--- config.mk ---
export PLATFORM = sky130hd
export DESIGN_NAME = core_idle_stop_power_modes
export DESIGN_NICKNAME = d
export VERILOG_FILES = /design/src/power_modes_pkg.sv /design/src/core_idle_stop_power_modes.sv
export SDC_FILE = /design/constraint.sdc
export NUM_CORES = 1
export LEC_CHECK = 0
export BUFFER_PORTS_ARGS = -buffer_cell sky130_fd_sc_hd__buf_2
export CORE_MARGIN = 3
export CORE_UTILIZATION = 25
export DETAILED_ROUTE_END_ITERATION = 7
export GPL_TIMING_DRIVEN = 0
export MAX_ROUTING_LAYER = met4
export SLEW_MARGIN = 20
export SYNTH_ARGS = -nofsm -noshare
export SYNTH_HDL_FRONTEND = slang
export SYNTH_SLANG_ARGS = --single-unit
--- constraint.sdc ---
create_clock -name pclk -period 2.4 [get_ports pclk]
set_input_delay 0 -clock pclk [delete_from_list [all_inputs] [get_ports pclk]]
set_output_delay 0 -clock pclk [all_outputs]
set_load 0.02 [all_outputs]
--- src/power_modes_pkg.sv ---
// Purpose: Constants for the core power-mode sequencer
// Assumes: 10 MHz pclk, 32-bit APB register access
// Notes:   Offsets are byte addresses
package power_modes_pkg;
  // ==========================================================================
  // Register map
  localparam logic [7:0]  pwr_ctrl_offset   = 8'h00;
  localparam logic [7:0]  pwr_status_offset = 8'h04;
  localparam logic [7:0]  wdt_ctrl_offset   = 8'h08;
  localparam logic [7:0]  mon_ctrl_offset   = 8'h0c;
  // ==========================================================================
  // Field positions
  localparam int          idle_bit          = 0;
  localparam int          stop_bit          = 1;
  localparam int          wdt_en_bit        = 0;
  localparam int          wdt_kick_bit      = 1;
  localparam int          mon_en_bit        = 0;
  localparam logic [31:0] pwr_ctrl_reset    = 32'h0000_0000;
  localparam logic [31:0] wdt_ctrl_reset    = 32'h0000_0001;
  localparam logic [31:0] mon_ctrl_reset    = 32'h0000_0000;
  localparam logic [15:0] reset_vector      = 16'h0000;
  // ==========================================================================
  // Timing
  localparam int          clk_mhz           = 10;
  localparam int          mon_timeout_us    = 100;
  localparam int          mon_timeout_cyc   = mon_timeout_us * clk_mhz;
  localparam int          wdt_width         = 21;
  localparam int          reset_hold_cyc    = 12;
  // ==========================================================================
  // States
  typedef enum logic [3:0] {
    st_run   = 4'b0001,
    st_idle  = 4'b0010,
    st_stop  = 4'b0100,
    st_reset = 4'b1000
  } pwr_state_t;
endpackage

--- src/core_idle_stop_power_modes.sv ---
// Purpose: Idle and stop power-mode control for an 8051-style core
// Assumes: Instruction retire strobe and interrupt request from the core
// Notes:   Registers over APB; stop wake is reset only
`timescale 1ns/1ps
// Summary of operation
// - Setting the idle bit halts the CPU once the setting instruction retires.
// - While idle all registers and memory keep their contents.
// - While idle the clocks and peripherals keep running and only the CPU halts.
// - An enabled interrupt while idle clears the idle bit and resumes the CPU.
// - After idle wake the interrupt is serviced and then execution continues after the idle write.
// - A reset ending idle or stop runs the reset sequence and fetches from 0x0000.
// - An enabled watchdog keeps counting in idle and its reset ends idle.
// - A single-byte follower with an interrupt in the write phase may lose later wakes.
// - Setting the stop bit stops CPU and oscillator once the instruction retires.
// - In stop all interrupts and timers are off except the lost-clock monitor.
// - Stop ends only on an internal or external reset.
// - An enabled lost-clock monitor resets the device after 100 us in stop.
module core_idle_stop_power_modes #(
  parameter int mon_timeout = power_modes_pkg::mon_timeout_cyc,
  parameter int wdt_width   = power_modes_pkg::wdt_width
) (
  input  wire logic        pclk,
  input  wire logic        presetn,
  input  wire logic        psel,
  input  wire logic        penable,
  input  wire logic        pwrite,
  input  wire logic [7:0]  paddr,
  input  wire logic [31:0] pwdata,
  output logic      [31:0] prdata,
  output logic             pready,
  output logic             pslverr,
  input  wire logic        instr_retire,
  input  wire logic        instr_single_byte,
  input  wire logic        irq_enabled_pending,
  input  wire logic        ext_reset_req,
  output logic             cpu_halt,
  output logic             osc_stop,
  output logic             periph_clk_en,
  output logic             irq_service,
  output logic             core_reset,
  output logic [15:0]      fetch_addr
);
  // ==========================================================================
  // Bus decode
  wire logic        acc        = psel & penable;
  wire logic        wr         = acc & pwrite;
  wire logic        hit_ctrl   = paddr == power_modes_pkg::pwr_ctrl_offset;
  wire logic        hit_stat   = paddr == power_modes_pkg::pwr_status_offset;
  wire logic        hit_wdt    = paddr == power_modes_pkg::wdt_ctrl_offset;
  wire logic        hit_mon    = paddr == power_modes_pkg::mon_ctrl_offset;
  wire logic        hit_any    = hit_ctrl | hit_stat | hit_wdt | hit_mon;

  logic [1:0]                  mode_req;
  logic                        wdt_en;
  logic                        mon_en;
  logic                        wake_broken;
  logic [wdt_width-1:0]        wdt_cnt;
  logic [15:0]                 mon_cnt;
  logic [3:0]                  hold_cnt;
  logic                        last_reset_wdt;
  logic                        last_reset_mon;
  power_modes_pkg::pwr_state_t state;
  power_modes_pkg::pwr_state_t next_state;

  // ==========================================================================
  // Mode and wake decode
  wire logic wr_ctrl  = wr & hit_ctrl;
  wire logic wr_mon   = wr & hit_mon;
  wire logic wr_wdt   = wr & hit_wdt;
  wire logic in_idle  = state == power_modes_pkg::st_idle;
  wire logic in_stop  = state == power_modes_pkg::st_stop;
  wire logic in_run   = state == power_modes_pkg::st_run;
  wire logic wdt_kick = wr_wdt & pwdata[power_modes_pkg::wdt_kick_bit];
  // Watchdog counts in run and idle, never in stop
  wire logic wdt_fire = wdt_en & ~in_stop & (&wdt_cnt);
  wire logic mon_fire = mon_en & in_stop &
                        (mon_cnt == 16'(mon_timeout - 1));
  wire logic any_rst  = ext_reset_req | wdt_fire | mon_fire;
  // Mode taken only when the setting instruction retires
  wire logic go_idle  = in_run & instr_retire & mode_req[power_modes_pkg::idle_bit];
  wire logic go_stop  = in_run & instr_retire & mode_req[power_modes_pkg::stop_bit];
  // Interrupt landing during the idle write with a one-byte follower
  wire logic hazard   = go_idle & instr_single_byte & irq_enabled_pending;
  wire logic wake_irq = in_idle & irq_enabled_pending & ~wake_broken;
  wire logic hold_done = hold_cnt == 4'(power_modes_pkg::reset_hold_cyc - 1);

  // ==========================================================================
  // Reset sequencing
  wire logic in_reset  = state == power_modes_pkg::st_reset;
  wire logic exit_rst  = hold_done & ~ext_reset_req;
  wire logic hold_run  = in_reset & ~hold_done;
  wire logic set_cause = any_rst & ~in_reset;
  wire logic wdt_clr   = in_reset | wdt_kick | ~wdt_en | in_stop;
  wire logic mon_run   = in_stop & mon_en;

  // ==========================================================================
  // Next state
  always_comb begin
    next_state = state;
    unique case (state)
      power_modes_pkg::st_run: begin
        if (any_rst) begin
          next_state = power_modes_pkg::st_reset;
        end else if (go_stop) begin
          next_state = power_modes_pkg::st_stop;
        end else if (go_idle) begin
          next_state = power_modes_pkg::st_idle;
        end
      end
      power_modes_pkg::st_idle: begin
        if (any_rst) begin
          next_state = power_modes_pkg::st_reset;
        end else if (wake_irq) begin
          next_state = power_modes_pkg::st_run;
        end
      end
      power_modes_pkg::st_stop: begin
        if (any_rst) begin
          next_state = power_modes_pkg::st_reset;
        end
      end
      power_modes_pkg::st_reset: begin
        if (exit_rst) begin
          next_state = power_modes_pkg::st_run;
        end
      end
      default: next_state = power_modes_pkg::st_reset;
    endcase
  end

  // ==========================================================================
  // State and control registers
  always_ff @(posedge pclk or negedge presetn) begin
    if (!presetn) begin
      state <= power_modes_pkg::st_reset;
    end else begin
      state <= next_state;
    end
  end

  // ==========================================================================
  // Mode request register
  always_ff @(posedge pclk or negedge presetn) begin
    if (!presetn) begin
      mode_req <= power_modes_pkg::pwr_ctrl_reset[1:0];
    end else if (state == power_modes_pkg::st_reset) begin
      mode_req <= power_modes_pkg::pwr_ctrl_reset[1:0];
    end else if (wake_irq) begin
      mode_req[power_modes_pkg::idle_bit] <= 1'b0;
    end else if (wr_ctrl & in_run) begin
      mode_req <= pwdata[1:0];
    end
  end

  // ==========================================================================
  // Wake hazard latch
  always_ff @(posedge pclk or negedge presetn) begin
    if (!presetn) begin
      wake_broken <= 1'b0;
    end else if (state == power_modes_pkg::st_reset) begin
      wake_broken <= 1'b0;
    end else if (hazard) begin
      wake_broken <= 1'b1;
    end
  end

  // ==========================================================================
  // Watchdog and monitor enables
  always_ff @(posedge pclk or negedge presetn) begin
    if (!presetn) begin
      wdt_en <= power_modes_pkg::wdt_ctrl_reset[power_modes_pkg::wdt_en_bit];
    end else if (in_reset) begin
      wdt_en <= power_modes_pkg::wdt_ctrl_reset[power_modes_pkg::wdt_en_bit];
    end else if (wr_wdt) begin
      wdt_en <= pwdata[power_modes_pkg::wdt_en_bit];
    end
  end

  always_ff @(posedge pclk or negedge presetn) begin
    if (!presetn) begin
      mon_en <= power_modes_pkg::mon_ctrl_reset[power_modes_pkg::mon_en_bit];
    end else if (in_reset) begin
      mon_en <= power_modes_pkg::mon_ctrl_reset[power_modes_pkg::mon_en_bit];
    end else if (wr_mon) begin
      mon_en <= pwdata[power_modes_pkg::mon_en_bit];
    end
  end

  // ==========================================================================
  // Watchdog counter
  always_ff @(posedge pclk or negedge presetn) begin
    if (!presetn) begin
      wdt_cnt <= '0;
    end else if (wdt_clr) begin
      wdt_cnt <= '0;
    end else begin
      wdt_cnt <= wdt_cnt + 1'b1;
    end
  end

  // ==========================================================================
  // Monitor counter
  always_ff @(posedge pclk or negedge presetn) begin
    if (!presetn) begin
      mon_cnt <= 16'h0000;
    end else if (mon_run) begin
      mon_cnt <= mon_cnt + 16'h0001;
    end else begin
      mon_cnt <= 16'h0000;
    end
  end

  // ==========================================================================
  // Reset hold counter
  always_ff @(posedge pclk or negedge presetn) begin
    if (!presetn) begin
      hold_cnt <= 4'h0;
    end else if (hold_run) begin
      hold_cnt <= hold_cnt + 4'h1;
    end else if (~in_reset) begin
      hold_cnt <= 4'h0;
    end
  end

  // ==========================================================================
  // Cause of last reset
  always_ff @(posedge pclk or negedge presetn) begin
    if (!presetn) begin
      last_reset_wdt <= 1'b0;
    end else if (set_cause) begin
      last_reset_wdt <= wdt_fire;
    end
  end

  always_ff @(posedge pclk or negedge presetn) begin
    if (!presetn) begin
      last_reset_mon <= 1'b0;
    end else if (set_cause) begin
      last_reset_mon <= mon_fire;
    end
  end

  // ==========================================================================
  // Outputs
  wire logic next_halt  = next_state != power_modes_pkg::st_run;
  wire logic next_osc   = next_state == power_modes_pkg::st_stop;
  // Peripherals stay clocked in idle, off only in stop
  wire logic next_pclk  = next_state != power_modes_pkg::st_stop;
  wire logic next_rst   = next_state == power_modes_pkg::st_reset;
  wire logic next_svc   = wake_irq & ~any_rst;

  // ==========================================================================
  // Status and read data
  wire logic [31:0] rd_ctrl = {30'h0, mode_req};
  wire logic [31:0] rd_wdt  = {31'h0, wdt_en};
  wire logic [31:0] rd_mon  = {31'h0, mon_en};
  wire logic [31:0] rd_stat = {26'h0, last_reset_mon, last_reset_wdt, wake_broken,
                               in_stop, in_idle, in_run};
  wire logic [31:0] rd_mux  = hit_ctrl ? rd_ctrl :
                              hit_stat ? rd_stat :
                              hit_wdt  ? rd_wdt :
                              hit_mon  ? rd_mon : 32'h0000_0000;
  wire logic        setup      = psel & ~penable;
  wire logic        next_err   = setup & ~hit_any;
  wire logic [31:0] next_rdata = (setup & ~pwrite) ? rd_mux : 32'h0000_0000;

  // ==========================================================================
  // Core controls
  always_ff @(posedge pclk or negedge presetn) begin
    if (!presetn) begin
      cpu_halt <= 1'b1;
    end else begin
      cpu_halt <= next_halt;
    end
  end

  always_ff @(posedge pclk or negedge presetn) begin
    if (!presetn) begin
      osc_stop <= 1'b0;
    end else begin
      osc_stop <= next_osc;
    end
  end

  always_ff @(posedge pclk or negedge presetn) begin
    if (!presetn) begin
      periph_clk_en <= 1'b1;
    end else begin
      periph_clk_en <= next_pclk;
    end
  end

  always_ff @(posedge pclk or negedge presetn) begin
    if (!presetn) begin
      irq_service <= 1'b0;
    end else begin
      irq_service <= next_svc;
    end
  end

  always_ff @(posedge pclk or negedge presetn) begin
    if (!presetn) begin
      core_reset <= 1'b1;
    end else begin
      core_reset <= next_rst;
    end
  end

  // ==========================================================================
  // Reset vector
  always_ff @(posedge pclk or negedge presetn) begin
    if (!presetn) begin
      fetch_addr <= power_modes_pkg::reset_vector;
    end else if (next_rst) begin
      fetch_addr <= power_modes_pkg::reset_vector;
    end
  end

  // ==========================================================================
  // Bus response
  always_ff @(posedge pclk or negedge presetn) begin
    if (!presetn) begin
      pready <= 1'b0;
    end else begin
      pready <= setup;
    end
  end

  always_ff @(posedge pclk or negedge presetn) begin
    if (!presetn) begin
      pslverr <= 1'b0;
    end else begin
      pslverr <= next_err;
    end
  end

  always_ff @(posedge pclk or negedge presetn) begin
    if (!presetn) begin
      prdata <= 32'h0000_0000;
    end else begin
      prdata <= next_rdata;
    end
  end
endmodule

=== Word-level counts from Yosys, hierarchy flattened ===
Index checks and enable logic that the tools add are counted.
W data, S select, Z words.

* Register bits: 65
* Input port bits: 49
* Output and inout bits: 55
* Word-level logic and storage cells: 115

* $add $sub $neg: 3
* Equal/unequal tests: 15
* Mux-type cells: 27
* Bitwise operators: 43
* Reductions and logical operators: 8

{| class="wikitable"
|+ Operators with widths
! cell !! count
|-
| $mux W4 || 9
|-
| $and A1 B1 Y1 || 25
|-
| $add A21 B1 Y21 const B || 1
|-
| $mux W21 || 1
|-
| $reduce_and A21 Y1 || 1
|-
| $mux W6 || 3
|-
| $add A16 B1 Y16 const B || 1
|-
| $eq A16 B10 Y1 const B || 1
|-
| $eq A8 B4 Y1 const B || 2
|-
| $mux W16 || 1
|-
| $pmux W4 S4 || 1
|-
| $eq A4 B4 Y1 const B || 3
|-
| $mux W1 || 10
|-
| $not A1 Y1 || 10
|-
| $eq A4 B3 Y1 const B || 2
|-
| $eq A8 B3 Y1 const B || 1
|-
| $logic_not A8 Y1 || 1
|-
| $or A1 B1 Y1 || 8
|-
| $reduce_bool A2 Y1 || 4
|-
| $add A4 B1 Y4 const B || 1
|-
| $eq A4 B1 Y1 const B || 1
|-
| $eq A4 B2 Y1 const B || 1
|-
| $mux W2 || 2
|-
| $ne A2 B1 Y1 const B || 2
|-
| 4 further kinds || 4
|}

=== Depth between registers and ports, before layout ===
* Word-level depth: 9
* Gate-level depth with buffers: 6

=== Least setup slack after synthesis ===
OpenSTA, ideal clock, no wires.

* Path kind: register to register
* Start point: register state[3]
* End point: register state[0]
* Setup time: 0.065 ns
* Data arrival time: 1.748 ns
* Data required time: 2.335 ns
* Setup slack: 0.587 ns
* Stages on the path, launching flop included: 7
* Cell sequence: dfstp_2 > clkbuf_1 > inv_1 > or4_1 > clkbuf_1 > nor3_2 > a31o_2

* Cells in the longest elaborated chain, start to end: 8
* Elaborated cells on any way between the ends: 23

{| class="wikitable"
|+ RTL lines
! what !! RTL line !! text
|-
| from (decl) || core_idle_stop_power_modes.sv:62 || <nowiki>power_modes_pkg::pwr_state_t state;</nowiki>
|-
| from (signal assigned) || core_idle_stop_power_modes.sv:135 || <nowiki>state <= power_modes_pkg::st_reset;</nowiki>
|-
| from (signal assigned) || core_idle_stop_power_modes.sv:137 || <nowiki>state <= next_state;</nowiki>
|-
| $eq A4 B3 Y1 || core_idle_stop_power_modes.sv:71, core_idle_stop_power_modes.sv:100 ||
|-
| $not A1 Y1 || core_idle_stop_power_modes.sv:75 || <nowiki>wire logic wdt_fire = wdt_en & ~in_stop & (&wdt_cnt);</nowiki>
|-
| $and A1 B1 Y1 (2 in series) || core_idle_stop_power_modes.sv:75 ||
|-
| $or A1 B1 Y1 (2 in series) || core_idle_stop_power_modes.sv:78 || <nowiki>wire logic any_rst = ext_reset_req | wdt_fire | mon_fire;</nowiki>
|-
| $mux W4 (on tied branches) || core_idle_stop_power_modes.sv:118, core_idle_stop_power_modes.sv:102, core_idle_stop_power_modes.sv:111 ||
|-
| $pmux W4 S4 (*) || core_idle_stop_power_modes.sv:100 || <nowiki>unique case (state)</nowiki>
|-
| net next_state[0] || core_idle_stop_power_modes.sv:63 || <nowiki>power_modes_pkg::pwr_state_t next_state;</nowiki>
|}

Mark *: on every way through the listed nets, which the timed path passes. The rest lies on a longest branch.
A chain may end at the register's enable or synchronous reset.

=== Final worst setup path ===
Ends and elaborated chain as after synthesis.

==> flow_metrics.tcl <==
set metrics [dict create \
    status "completed" \
    endpoint_kind "flop" \
    skew_ns 0.00837 \
    grt_overflow 0 \
    critPathArrivalTime_ns 2.39 \
    initial_core_util_pct 26.0 \
    grt.total_usage_pct 9.70 \
    r2r_start "state[3]" \
    critical_path.cell_chain "clkbuf_1 > inv_1 > or4_1 > clkbuf_1 > nor3_2 > a31o_2" \
    synth_flop_cell "dfrtp_1" \
    nFillCells 1400 \
    synth_top_area_share_pct 42.9 \
    ys_ff_latch 65 \
    cellLeakagePower_nw 1.97 \
    worstPathRequired_ns 2.66 \
    synth_commonest_cells "dfrtp_1 (60), buf_4 (43), nor2_1 (34)" \
    final_hold_viol_count 0 \
    rsz0062_at_grt "no" \
    crit_buf_inv 3 \
    p_per_area_mw_per_mm2 685 \
    diodes 0 \
    io_buffers 30 \
    synth.distinct_cells 48 \
    yosysMostFrequentCell "dfrtp_1" \
    reg2reg_to "state[0]" \
    syn_area_mm2 0.00350 \
    syn_inst 364 \
    die_y_um 124 \
    hold_depth 4 \
    wl_per_cell_um 11.4 \
    synthTopCellsByArea "dfrtp_1 (43%), buf_4 (9.2%), dfstp_2 (3.8%), nor2_1 (3.6%), xor2_1 (3.5%)" \
    hpwlAfterDp_mm 5.31 \
    synth_top_cell_by_area "dfrtp_1" \
    crit_fanout 10 \
    peakVddDrop_mv 0.349 \
    crit_type "reg -> reg" \
    fmax_mhz 469 \
    grt_pass1_vias 2666 \
    crit_path_frequent_cell "clkbuf_1" \
    synth-edff-count 0 \
    cts.path.max_buffers 2 \
    root_buffer "clkbuf_16" \
    first_pass_iters 5 \
    rrSetupSlack_ns 0.27 \
    num_io_pins 104 \
    worstMarginPinSlew_ns 0.779 \
    rr_worst_depth 6 \
    areaGrowthSynthToFinish_pct 26.9 \
    wl_mm 7.22 \
    avgSynthCellArea_um2 9.61 \
    holdPathEnd "wake_broken" \
    fin_crit_ns 2.13 \
    clk_pin_slew_worst_paths_ns 0.05 \
    grt_pass1_wl_mm 12.3 \
    max-slew-margin-rel_pct 47.6 \
    nNetsFinal 504 \
    drc 0 \
    min-delay-start "instr_single_byte" \
    drt_iter0_drc 149 \
    ant_nets 0 \
    core_area_mm2 0.0135 \
    clock-sinks 65 \
    vias 2750 \
    whs_ns 0.0251 \
    clk_latency_ns 0.33 \
    slowest_stage "dfstp_2" \
    numCtsBuffers 9 \
    htreeDepth 3 \
    slew_viol_final 0 \
    async_flop_share_pct 100 \
    drive_gt1_share_pct 24.5 \
    grt_max_degree 49 \
    ys_warn_count 0 \
    yosysSeqAreaShare_pct 46.7 \
    setup_viol 0 \
    antenna_found_initial 0 \
    core.rowCount 42 \
    die-width_um 124 \
    gp_congestion 0.812 \
    crit_family "simple AND/OR/NAND/NOR gates" \
    die_area_mm2 0.0154 \
    drv_cap 0 \
    via_per_inst 4.34 \
    min_path_type "in -> reg" \
    min_period_over_period_pct 88.8 \
    tritoncts "yes" \
    cp_slowest_stage_delay_ns 0.51 \
    tns_ns 0 \
    cp-start-kind "flop" \
]
==> metal layers <==
layer | track usage [%] | share of wire (%)
met3 | 3.09 | 4.2
met4 | 3.80 | 1.5
met2 | 15.1 | 47
met5 | - | 0
met1 | 11.7 | 47
==> worst max-delay path by stage <==
| stage | startpoint | end | slack [ns] | depth (start not counted) |
|---|---|---|---|---|
| 4_1_cts | state[1] | state[0] | 0.10 | 5 |
| 5_1_grt | state[3] | state[0] | 0.15 | 6 |
| 6_report | state[3] | state[0] | 0.27 | 6 |
| 3_5_place_dp | state[1] | state[0] | 0.13 | 5 |
| 3_3_place_gp | state[1] | state[0] | 0.17 | 5 |
| 2_1_floorplan | state[3] | state[0] | 0.59 | 6 |
==> power breakdown <==
| group | switching, mW | leakage, nW | internal [mW] |
|---|---|---|---|
| registers | 0.0404 | 0.876 | 1.16 |
| clock network | 0.456 | 0.155 | 0.965 |
| logic | 0.252 | 0.943 | 0.170 |
==> worst register-to-register path, cell delays in order (launching register included) <==
cell      delay [ns]
dfstp_2         0.51
clkbuf_1        0.28
inv_1           0.13
or4_1           0.40
clkbuf_1        0.27
nor3_2          0.32
a31o_2          0.16
==> cells in the final DEF, fill, tap and decap left out, types with 3 or more instances in the layout <==
master          n
a21oi_1        18
a31o_2          4
a31oi_1         3
and2_1          8
and3_1          4
and4_1          7
buf_2          32
buf_4          44
clkbuf_1        8
clkbuf_16       9
conb_1         42
dfrtp_1        60
dfstp_2         5
dlygate4sd3_1   5
ha_1            3
inv_1           9
mux2i_1         5
nand2_1        18
nand3_1        19
nand4_1        11
nor2_1         34
nor2b_1         3
nor3_1          9
nor4_1          7
o21ai_0        13
o31ai_1         4
or2_2           3
or3_1          11
or4_1           5
xnor2_1        10
xor2_1         14
==> final cells by class <==
class	count	area, µm²	area share [%]
Sequential cell	65	1630	36.8
Multi-Input combinational cell	277	1620	36.4
Buffer	54	375	8.45
Clock buffer	12	256	5.78
Timing Repair Buffer	36	230	5.18
Tap cell	176	220	4.96
Clock inverter	4	75.1	1.69
Inverter	9	33.8	0.761
==> cells by family (layout without fill, tap and decap cells) <==
family	Yosys count	count (layout)	share of synthesized area (%)
compound gates	51	51	8.83
xor+xnor	24	24	6.01
fa+ha+maj	3	3	1.07
buf+inv	63	115	11.7
flops	65	65	46.7
mux	6	6	1.75
other cells	1	42	0.107
simple gates	151	151	23.9
==> repair_timing <==
item                                   CTS  global route
hold buffers                             5             0
buffers inserted                         0             0
setup endpoints to repair                0             8
resized for setup                        0             1
endpoints found under the hold margin   67             0
==> sequential cells by signal, indices dropped and copies added (netlist names), 2 cells and up <==
register	count
mode_req	2
prdata	6
state	4
hold_cnt	4
wdt_cnt	21
mon_cnt	16
==> stage by stage <==
step           cell area [µm²]  std cells  setup WS [ns]  power [mW]  utilization [%]
6_report                  4440        633          0.268        3.04             33.0
3_3_place_gp              4020        611          0.165        1.61             29.9
2_1_floorplan             3650        405          0.587        1.52                -
3_5_place_dp              4050        612          0.126        1.63             30.1
4_1_cts                   4430        633          0.102        3.08             33.0
5_1_grt                   4440        633          0.147        3.20             33.0
Power figures use the tool's default switching activity.
